[config.mk]
export PLATFORM = sky130hd
export DESIGN_NAME = async_request_node_filter_high
export DESIGN_NICKNAME = d
export VERILOG_FILES = /design/src/hdl/arf_pkg.sv /design/src/hdl/async_request_node_filter_high.sv
export VERILOG_INCLUDE_DIRS = /design/src /design/src/hdl
export SDC_FILE = /design/constraint.sdc
export NUM_CORES = 1
export LEC_CHECK = 0
export BUFFER_PORTS_ARGS = -buffer_cell sky130_fd_sc_hd__buf_4
export CAP_MARGIN = 40
export CORE_ASPECT_RATIO = 1.25
export CORE_MARGIN = 5
export CORE_UTILIZATION = 57
export CTS_BUF_LIST = sky130_fd_sc_hd__clkbuf_16
export CTS_CLUSTER_SIZE = 12
export DETAILED_ROUTE_END_ITERATION = 7
export GPL_TIMING_DRIVEN = 1
export PLACE_DENSITY = 0.86
export SYNTH_ARGS = -nofsm -noshare
export SYNTH_HDL_FRONTEND = slang
export SYNTH_SLANG_ARGS = --single-unit
export TNS_END_PERCENT = 10
[constraint.sdc]
create_clock -name pclk -period 3.7 [get_ports pclk]
set_input_delay 0.37 -clock pclk [delete_from_list [all_inputs] [get_ports pclk]]
set_output_delay 0.37 -clock pclk [all_outputs]
set_load 0.01 [all_outputs]
[src/hdl/arf_cfg.svh]
// Constants for the upper-node asynchronous request acceptance filter
// ----------------------------------------------------------------------------
// What this block does
// [RULE1] Phys-request and async-receive packets are looked up by source node before acceptance.
// [RULE2] Source bit clear: no acknowledge sent and request not queued.
// [RULE3] Per-node bit comparison applies only to sources on our own bus.
// [RULE4] Foreign-bus packets stay unacknowledged unless bit 31 is one.
// [RULE5] Bit 31 set: every request from any foreign-bus node is accepted.
// [RULE6] Local node numbers below 32 go elsewhere; foreign-bus nodes of any number are judged here by bit 31.
// [RULE7] Bits 30..4 enable local nodes 62..36, bit n for node n plus 32.
// [RULE8] Ones written at set address set bits, at clear address clear them.
// [RULE9] Both addresses read back the filter; all bits reset to zero.
// [RULE10] Bits 3..0 enable local nodes 35..32 the same way.
// [RULE11] Local means bus field equals own bus or all-ones alias; index by node.
// ----------------------------------------------------------------------------
`ifndef ARF_CFG_SVH
`define ARF_CFG_SVH

// ----------------------------------------------------------------------------
// Register map
// ----------------------------------------------------------------------------
`define ARF_ADDR_W          12
`define ARF_SET_OFF         12'h100
`define ARF_CLR_OFF         12'h104
`define ARF_REJ_CNT_OFF     12'h180
`define ARF_ACC_CNT_OFF     12'h184
`define ARF_FILTER_RESET    32'h0000_0000
`define ARF_ZERO_WORD       32'h0000_0000

// ----------------------------------------------------------------------------
// Field layout
// ----------------------------------------------------------------------------
`define ARF_ALLBUS_BIT      31
`define ARF_NODE_BITS       31
`define ARF_UPPER_BASE      32
`define ARF_UPPER_MSB       5
`define ARF_LOCAL_ALIAS     10'h3ff
`define ARF_BCAST_NODE      6'h3f
`define ARF_CNT_W           16
`define ARF_CNT_ZERO        16'h0000
`define ARF_CNT_ONE         16'h0001
`define ARF_CNT_MAX         16'hffff

`endif

[src/hdl/arf_pkg.sv]
// Types shared by the upper-node asynchronous request filter
package arf_pkg;

	// ------------------------------------------------------------------------
	// Receive context a packet is bound for
	// ------------------------------------------------------------------------
	typedef enum logic [1:0] {
		CTX_PHYS_REQ,
		CTX_ASYNC_REQ_RX,
		CTX_OTHER
	} rx_ctx_e;

	// ------------------------------------------------------------------------
	// Source identifier and request descriptor
	// ------------------------------------------------------------------------
	typedef struct packed {
		logic [9:0] bus;
		logic [5:0] node;
	} src_id_s;

	typedef struct packed {
		src_id_s src;
		rx_ctx_e ctx;
	} rx_req_s;

	// ------------------------------------------------------------------------
	// Verdict handed back to the link layer
	// ------------------------------------------------------------------------
	typedef struct packed {
		logic accept;
		logic send_ack;
		logic enqueue;
		logic to_lower_filter;
		logic nonlocal;
	} verdict_s;

	// ------------------------------------------------------------------------
	// Bus slave phase
	// ------------------------------------------------------------------------
	typedef enum logic [1:0] {
		APB_IDLE,
		APB_REPLY
	} apb_phase_e;

endpackage : arf_pkg

[src/hdl/async_request_node_filter_high.sv]
// Upper-node asynchronous request acceptance filter with APB register access
//
// Chosen here: the APB interface to the registers.
`timescale 1ns/100ps
`include "arf_cfg.svh"

module async_request_node_filter_high (
	// Clock and reset
	input  wire logic                     pclk,
	input  wire logic                     presetn,
	// APB slave
	input  wire logic                     psel,
	input  wire logic                     penable,
	input  wire logic                     pwrite,
	input  wire logic [`ARF_ADDR_W-1:0]   paddr,
	input  wire logic [31:0]              pwdata,
	output logic      [31:0]              prdata,
	output logic                          pready,
	output logic                          pslverr,
	// Own bus identity
	input  wire logic [9:0]               own_bus_num,
	// Incoming request lookup
	input  wire logic                     rx_valid,
	input  wire arf_pkg::rx_req_s         rx_req,
	// Verdict
	output logic                          verdict_valid,
	output arf_pkg::verdict_s             verdict,
	// Filter contents for neighbouring logic
	output logic      [31:0]              filter_bits
);
	import arf_pkg::*;

	// ------------------------------------------------------------------------
	// Declarations
	// ------------------------------------------------------------------------
	apb_phase_e                 phase_r;
	logic [31:0]                filter_r;
	logic [31:0]                filter_nxt;
	logic [31:0]                prdata_r;
	logic                       pslverr_r;
	logic [31:0]                rd_word;
	logic                       rd_err;
	logic                       apb_access;
	logic                       commit;
	logic                       wr_set;
	logic                       wr_clr;
	logic                       wr_rej;
	logic                       wr_acc;
	logic                       src_local;
	logic                       ctx_filtered;
	logic                       node_upper;
	logic [`ARF_NODE_BITS-1:0]  node_sel;
	logic                       node_hit;
	verdict_s                   verdict_nxt;
	verdict_s                   verdict_r;
	logic                       verdict_valid_r;
	logic                       rejected_now;
	logic                       accepted_now;
	logic [`ARF_CNT_W-1:0]      rej_cnt_r;
	logic [`ARF_CNT_W-1:0]      acc_cnt_r;

	// ------------------------------------------------------------------------
	// APB phase tracking
	// ------------------------------------------------------------------------
	// One wait state so that read data leaves a flip-flop
	assign apb_access = psel & penable & (phase_r == APB_IDLE);
	assign commit     = psel & penable & (phase_r == APB_REPLY);

	always_ff @(posedge pclk or negedge presetn) begin
		if (!presetn) begin
			phase_r <= APB_IDLE;
		end else begin
			case (phase_r)
				APB_IDLE: begin
					if (apb_access) begin
						phase_r <= APB_REPLY;
					end
				end
				APB_REPLY: begin
					phase_r <= APB_IDLE;
				end
				default: begin
					phase_r <= APB_IDLE;
				end
			endcase
		end
	end

	assign pready = (phase_r == APB_REPLY);

	// ------------------------------------------------------------------------
	// Address decode
	// ------------------------------------------------------------------------
	assign wr_set = commit & pwrite & (paddr == `ARF_SET_OFF);
	assign wr_clr = commit & pwrite & (paddr == `ARF_CLR_OFF);
	assign wr_rej = commit & pwrite & (paddr == `ARF_REJ_CNT_OFF);
	assign wr_acc = commit & pwrite & (paddr == `ARF_ACC_CNT_OFF);

	always_comb begin
		rd_word = `ARF_ZERO_WORD;
		rd_err  = 1'b0;
		case (paddr)
			`ARF_SET_OFF: begin
				rd_word = filter_r; // [RULE9]
			end
			`ARF_CLR_OFF: begin
				rd_word = filter_r; // [RULE9]
			end
			`ARF_REJ_CNT_OFF: begin
				rd_word = {{(32-`ARF_CNT_W){1'b0}}, rej_cnt_r};
			end
			`ARF_ACC_CNT_OFF: begin
				rd_word = {{(32-`ARF_CNT_W){1'b0}}, acc_cnt_r};
			end
			default: begin
				rd_err = 1'b1;
			end
		endcase
	end

	// ------------------------------------------------------------------------
	// Read data and error capture
	// ------------------------------------------------------------------------
	// Unmapped reads return zero; unmapped writes are dropped, both flag an error
	always_ff @(posedge pclk or negedge presetn) begin
		if (!presetn) begin
			prdata_r <= `ARF_ZERO_WORD;
		end else if (apb_access) begin
			prdata_r <= pwrite ? `ARF_ZERO_WORD : rd_word;
		end
	end

	always_ff @(posedge pclk or negedge presetn) begin
		if (!presetn) begin
			pslverr_r <= 1'b0;
		end else if (apb_access) begin
			pslverr_r <= rd_err;
		end
	end

	assign prdata  = prdata_r;
	assign pslverr = pslverr_r & pready;

	// ------------------------------------------------------------------------
	// Filter register
	// ------------------------------------------------------------------------
	// Zeros written leave bits untouched, so drivers need no read-modify-write
	always_comb begin
		filter_nxt = filter_r;
		if (wr_set) begin
			filter_nxt = filter_r | pwdata; // [RULE8]
		end else if (wr_clr) begin
			filter_nxt = filter_r & ~pwdata; // [RULE8]
		end
	end

	always_ff @(posedge pclk or negedge presetn) begin
		if (!presetn) begin
			filter_r <= `ARF_FILTER_RESET; // [RULE9]
		end else begin
			filter_r <= filter_nxt;
		end
	end

	assign filter_bits = filter_r;

	// ------------------------------------------------------------------------
	// Source classification
	// ------------------------------------------------------------------------
	// The alias covers packets sent before a bus number was assigned
	assign src_local = (rx_req.src.bus == own_bus_num)
		| (rx_req.src.bus == `ARF_LOCAL_ALIAS); // [RULE11]

	assign ctx_filtered = (rx_req.ctx == CTX_PHYS_REQ)
		| (rx_req.ctx == CTX_ASYNC_REQ_RX); // [RULE1]

	assign node_upper = rx_req.src.node[`ARF_UPPER_MSB]; // [RULE6]

	// ------------------------------------------------------------------------
	// Per-node bit select
	// ------------------------------------------------------------------------
	// Node 63 matches no entry: it has no enable bit, so a filtered request from local node 63 is never admitted
	genvar gi;
	generate
		for (gi = 0; gi < `ARF_NODE_BITS; gi = gi + 1) begin : g_node
			localparam logic [5:0] NODE_ID = 6'(`ARF_UPPER_BASE + gi);
			assign node_sel[gi] = (rx_req.src.node == NODE_ID); // [RULE7] [RULE10]
		end
	endgenerate

	assign node_hit = |(node_sel & filter_r[`ARF_NODE_BITS-1:0]); // [RULE3]

	// ------------------------------------------------------------------------
	// Verdict
	// ------------------------------------------------------------------------
	always_comb begin
		verdict_nxt = '0;
		verdict_nxt.nonlocal = ~src_local;
		if (!ctx_filtered) begin
			verdict_nxt.accept = 1'b1;
		end else if (!src_local) begin
			verdict_nxt.accept = filter_r[`ARF_ALLBUS_BIT]; // [RULE4] [RULE5]
		end else if (!node_upper) begin
			verdict_nxt.to_lower_filter = 1'b1; // [RULE6]
		end else begin
			verdict_nxt.accept = node_hit; // [RULE1] [RULE3]
		end
		verdict_nxt.send_ack = verdict_nxt.accept; // [RULE2]
		verdict_nxt.enqueue  = verdict_nxt.accept; // [RULE2]
	end

	always_ff @(posedge pclk or negedge presetn) begin
		if (!presetn) begin
			verdict_valid_r <= 1'b0;
		end else begin
			verdict_valid_r <= rx_valid;
		end
	end

	always_ff @(posedge pclk or negedge presetn) begin
		if (!presetn) begin
			verdict_r <= '0;
		end else if (rx_valid) begin
			verdict_r <= verdict_nxt;
		end
	end

	assign verdict_valid = verdict_valid_r;
	assign verdict       = verdict_r;

	// ------------------------------------------------------------------------
	// Statistics counters
	// ------------------------------------------------------------------------
	// Counters saturate; a count landing with a clear write is kept
	assign rejected_now = rx_valid & ~verdict_nxt.accept & ~verdict_nxt.to_lower_filter;
	assign accepted_now = rx_valid & verdict_nxt.accept;

	always_ff @(posedge pclk or negedge presetn) begin
		if (!presetn) begin
			rej_cnt_r <= `ARF_CNT_ZERO;
		end else if (wr_rej) begin
			rej_cnt_r <= rejected_now ? `ARF_CNT_ONE : `ARF_CNT_ZERO;
		end else if (rejected_now && (rej_cnt_r != `ARF_CNT_MAX)) begin
			rej_cnt_r <= rej_cnt_r + `ARF_CNT_ONE;
		end
	end

	always_ff @(posedge pclk or negedge presetn) begin
		if (!presetn) begin
			acc_cnt_r <= `ARF_CNT_ZERO;
		end else if (wr_acc) begin
			acc_cnt_r <= accepted_now ? `ARF_CNT_ONE : `ARF_CNT_ZERO;
		end else if (accepted_now && (acc_cnt_r != `ARF_CNT_MAX)) begin
			acc_cnt_r <= acc_cnt_r + `ARF_CNT_ONE;
		end
	end

endmodule : async_request_node_filter_high

# Word level (Yosys, flattened, before mapping)
# Index checks and enable logic that the tools add are counted.
# op_classes
add_sub_neg	2
n_eq_ne	42
mux	19
n_bitwise	21
n_reduce_logical	10
# op_table
cell	n
6-bit == test, second input constant	31
32-bit two-way mux	3
32-bit one-hot mux with 3 select lines	1
16-bit two-way mux	4
12-bit by 9-bit == test with 1-bit output, second input constant	4
16-bit by 1-bit adder with 16-bit output, second input constant	2
32-bit AND	1
16-bit != test, second input constant	2
32-bit NOT	1
32-bit OR	1
31-bit AND	1
31-bit OR reduction	1
1-bit AND	12
10-bit == test	1
10-bit == test, second input constant	1
1-bit two-way mux	9
2-bit nonzero test	3
2-bit by 1-bit == test with 1-bit output, second input constant	2
2-bit zero test	2
2-bit two-way mux	2
4-bit OR reduction	1
1-bit NOT	3
1-bit logical AND	2
2-bit != test, second input constant	1
other kinds (2)	3
# word_totals
register_bits	103
input_bits	78
output_inout_bits	72
wordCells	104

# Logic depth before layout (Yosys ltp)
# logic_depth
word_depth	12
depth_mapped	11
mapped_depth_nobuf	7

# Worst setup path before layout
# OpenSTA, ideal clock, no wires.
# synth_path
kind	input -> register
startpoint	input port rx_req[2] in the netlist's numbering
endpoint	register acc_cnt_r[15]
setup_time_ns	0.078
arrival_time_ns	2.252
required_ns	3.622
setup_slack_ns	1.370
cell_stages	8
path_buffers	1
path_cell_list	buf_6 -> or3b_1 -> a211oi_2 -> a2111oi_1 -> a311o_1 -> o21a_4 -> or4_1 -> a21oi_1
# synth_via
elab_chain_cells	9
elab_cells_between_ends	39
classes_between	eq/ne: 31; mux: 3; bitwise: 2; reduce/logical: 3
# synth_rtl
element	line	text
start: declaration	async_request_node_filter_high.sv:24	input wire arf_pkg::rx_req_s rx_req,
6-bit == test	async_request_node_filter_high.sv:187	assign node_sel[gi] = (rx_req.src.node == NODE_ID);
31-bit AND (*)	async_request_node_filter_high.sv:191	assign node_hit = |(node_sel & filter_r[`ARF_NODE_BITS-1:0]);
31-bit OR reduction (*)	async_request_node_filter_high.sv:191	
1-bit two-way mux (*)	async_request_node_filter_high.sv:203	end else if (!node_upper) begin
1-bit two-way mux (*)	async_request_node_filter_high.sv:201	end else if (!src_local) begin
1-bit two-way mux (*)	async_request_node_filter_high.sv:199	if (!ctx_filtered) begin
1-bit AND (*)	async_request_node_filter_high.sv:236	assign accepted_now = rx_valid & verdict_nxt.accept;
1-bit logical AND (*)	async_request_node_filter_high.sv:253	end else if (accepted_now && (acc_cnt_r != `ARF_CNT_MAX)) begin
2-bit nonzero test (no line) (*)	--	
end signal: assignment	async_request_node_filter_high.sv:250	acc_cnt_r <= `ARF_CNT_ZERO;
end signal: assignment	async_request_node_filter_high.sv:252	acc_cnt_r <= accepted_now ? `ARF_CNT_ONE : `ARF_CNT_ZERO;
end signal: assignment	async_request_node_filter_high.sv:254	acc_cnt_r <= acc_cnt_r + `ARF_CNT_ONE;
end: declaration	async_request_node_filter_high.sv:60	logic [`ARF_CNT_W-1:0] acc_cnt_r;
# Mark *: on every way between the ends. The rest lies on a longest branch, timed or not.
# A chain may end at the register's enable or synchronous reset.

# Final worst setup path
# layout_path
startpoint	register rej_cnt_r[7]
endpoint	register rej_cnt_r[7]
# layout_via
elab_chain_cells	3
elab_cells_between_ends	6
classes_between	add/sub: 1; eq/ne: 1; mux: 2; reduce/logical: 2
# layout_rtl
element	line	text
start: declaration	async_request_node_filter_high.sv:59	logic [`ARF_CNT_W-1:0] rej_cnt_r;
start signal: assignment	async_request_node_filter_high.sv:240	rej_cnt_r <= `ARF_CNT_ZERO;
start signal: assignment	async_request_node_filter_high.sv:242	rej_cnt_r <= rejected_now ? `ARF_CNT_ONE : `ARF_CNT_ZERO;
start signal: assignment	async_request_node_filter_high.sv:244	rej_cnt_r <= rej_cnt_r + `ARF_CNT_ONE;
16-bit by 1-bit adder with 16-bit output (no line) or 16-bit != test (tied branches)	--	
16-bit two-way mux or 1-bit logical AND (tied branches)	async_request_node_filter_high.sv:243	end else if (rejected_now && (rej_cnt_r != `ARF_CNT_MAX)) begin
16-bit two-way mux or 2-bit nonzero test (tied branches)	--	
# Parallel ways exist; a longest one is shown, timed or not. The select of a mux whose other input is x is not followed.

==> metrics.yaml <==
path_buf_inv: 1
drc: 0
core_mm2: 0.00951
routed_wirelength_um: 16200
first_pass_iters: 8
postSynth.asyncResetShare_pct: 100
syn_inst: 604
rsz0062_at_grt: "false"
timing.final.crit_share_pct: 69.1
final_cell_mix: "buf_4 (153), nand2_1 (124), dfrtp_1 (102)"
yosys.area.top_type: "dfrtp_1"
synth_edf_count: 0
drive_gt1_share_pct: 25.2
wl_per_cell_um: 19.0
ys_seq_area_share_pct: 46.5
clk_latency_ns: 0.35
clockRootBuffer: "clkbuf_16"
cts_max_path_buffers: 2
critical_path_class: "reg -> reg"
gr-total-overflow: 0
clockPowerShare_pct: 41.7
fin_total_pwr_mw: 2.80
cts_resized: 0
dieArea_mm2: 0.0117
slowest_delay_ns: 0.71
fin_nets: 805
crit_cells: 7
vdd_drop_max_mv: 0.273
synth_top_area_share_pct: 46.5
clkTransAtPathRegs_ns: 0.07
dieWidth_um: 97.7
finalMaxSlewViolations: 0
fin_cells: 856
synthToLayoutAreaGrowth_pct: 26.6
cts.htree.levels: 3
cts_tree: "built"
routed_via_density: 6.16
slowest_stage: "o21bai_1"
period_needed_ns: 2.56
initial_utilization_pct: 57.7
powerDensity_mw_per_mm2: 403
first_iter_violations: 358
min_path_type: "in -> async"
power.share.switching_pct: 25.9
grt_usage_pct: 28.1
path_cells: "and4_1, and3_1, nand4_1, o21bai_1, inv_1, and3_1, mux2i_1"
grt_pass1_vias: 5313
final_common_cell: "buf_4"
grt_pass1_wl_um: 26700
fin_ws_ns: 1.14
cts.sinks: 102
dp_hpwl_um: 11800
grt_max_degree: 60
comb_power_share_pct: 13.1
worstPathArrival_ns: 2.79
pre_cts_ws_ns: 0.893
io_pins: 150
gp_congestion: 0.876
ant_nets: 0
cts-hold-fix-buffers: 0
crit_path_end_kind: "flop"
relSlewSlack_pct: 44.2
post-cts-setup-buffer-count: 0
vias: 5273
antenna_found_initial: 0
startpoint_type: "flop"
crit_family: "simple AND/OR/NAND/NOR gates"
setup_viol: 0
std_cell_rows: 40
postSynthAreaPerCell_um2: 9.08
fin_area_mm2: 0.00695
synth_area_leaders: "dfrtp_1 (47%), nand2_1 (8.5%), o21ai_0 (6.4%)"
worst_pin_slew_ns: 0.836
tns_ns: 0
finClkSkew_ns: 0.00836
synth_cell_types: 62
ys.warnings.count: 0
ys.flop_type: "dfrtp_1"
p_leak_nw: 3.22
antennaDiodeCount: 0
p_seq_share_pct: 45.2
synth-seq-cells: 102
port_buffers: 148
p_int_mw: 2.07
syn-cell-area_mm2: 0.00549
crit_fanout: 12
r2r_cells: 7
p_sw_mw: 0.724
die_y_um: 120
status: "complete, no violations"
hold_viol: 0
numCtsBuffers: 9
max_freq_mhz: 391
drv_cap: 0
cpMostUsedCell: "and3_1"
required_ns: 3.93
dp.cells: 840
syn_nets: 684
dpl_cell_area_mm2: 0.00658
cells by family after synthesis:
kind of cell	Yosys count	share of synthesized area, %
AND/OR/NAND/NOR	247	22.4
AO/OA/AOI/OAI	160	18.8
flip-flops	102	46.5
buffers and inverters	56	4.95
multiplexers	27	5.25
XOR/XNOR	10	1.60
adder cells (fa/ha/maj)	2	0.456
metal layers:
| layer | vias up | wire, um | track usage, % |
|---|---|---|---|
| met5 | - | 0 | 0 |
| met2 | 247 | 8180 | 47.5 |
| met3 | 40 | 1170 | 4.94 |
| met4 | 0 | 527 | 13.3 |
| li1 | 2432 | - | - |
| met1 | 2554 | 6350 | 35.0 |
per-stage QoR:
stage / hold slack (ns) / util, %
floorplan: 0.0744 / -
global placement: 0.473 / 69.1
detailed placement: 0.474 / 69.1
CTS: 0.114 / 73.0
global route: 0.170 / 73.0
finish: 0.0921 / 73.0
worst paths after layout:
path	startpoint	end	slack (ns)
setup / recovery	rej_cnt_r[7]	rej_cnt_r[7]	1.14
setup reg to reg	rej_cnt_r[7]	rej_cnt_r[7]	1.14
min in group pclk	rx_valid	verdict_valid	0.26
max in group asynchronous	presetn	acc_cnt_r[1]	2.79
hold reg to reg	prdata[14]	prdata[14]	0.49
hold / removal	presetn	async pin	0.09
power by group through the flow:
stage	sequential [mW]	combinational [mW]	clock, mW
6_report	1.26	0.366	1.17
5_1_grt	1.27	0.407	1.22
4_1_cts	1.26	0.365	1.18
3_5_place_dp	1.28	0.362	0
3_3_place_gp	1.27	0.349	0
2_1_floorplan	1.25	0.238	0
cell type report:
type / instances / area, um2
multi-input combinational: 446 / 2670
fill: 721 / 2560
sequential: 102 / 2550
timing repair buffer: 153 / 1150
clock buffer: 9 / 225
tap: 126 / 158
clock inverter: 7 / 145
inverter: 13 / 48.8
cell usage after synthesis (5+ instances only):
cell type and count:
a21oi_1 22, a22o_1 17, and2_1 5, and3_1 10, and4_1 5, buf_6 6
clkbuf_1 27, dfrtp_1 102, inv_1 13, mux2i_1 22, nand2_1 124, nand2b_1 6
nand3_1 19, nand4_1 16, nor2_1 12, nor3_1 11, nor4_1 5, o21ai_0 70
o31ai_1 14, or4_1 12, xor2_1 10
Power figures use the tool's default switching activity.
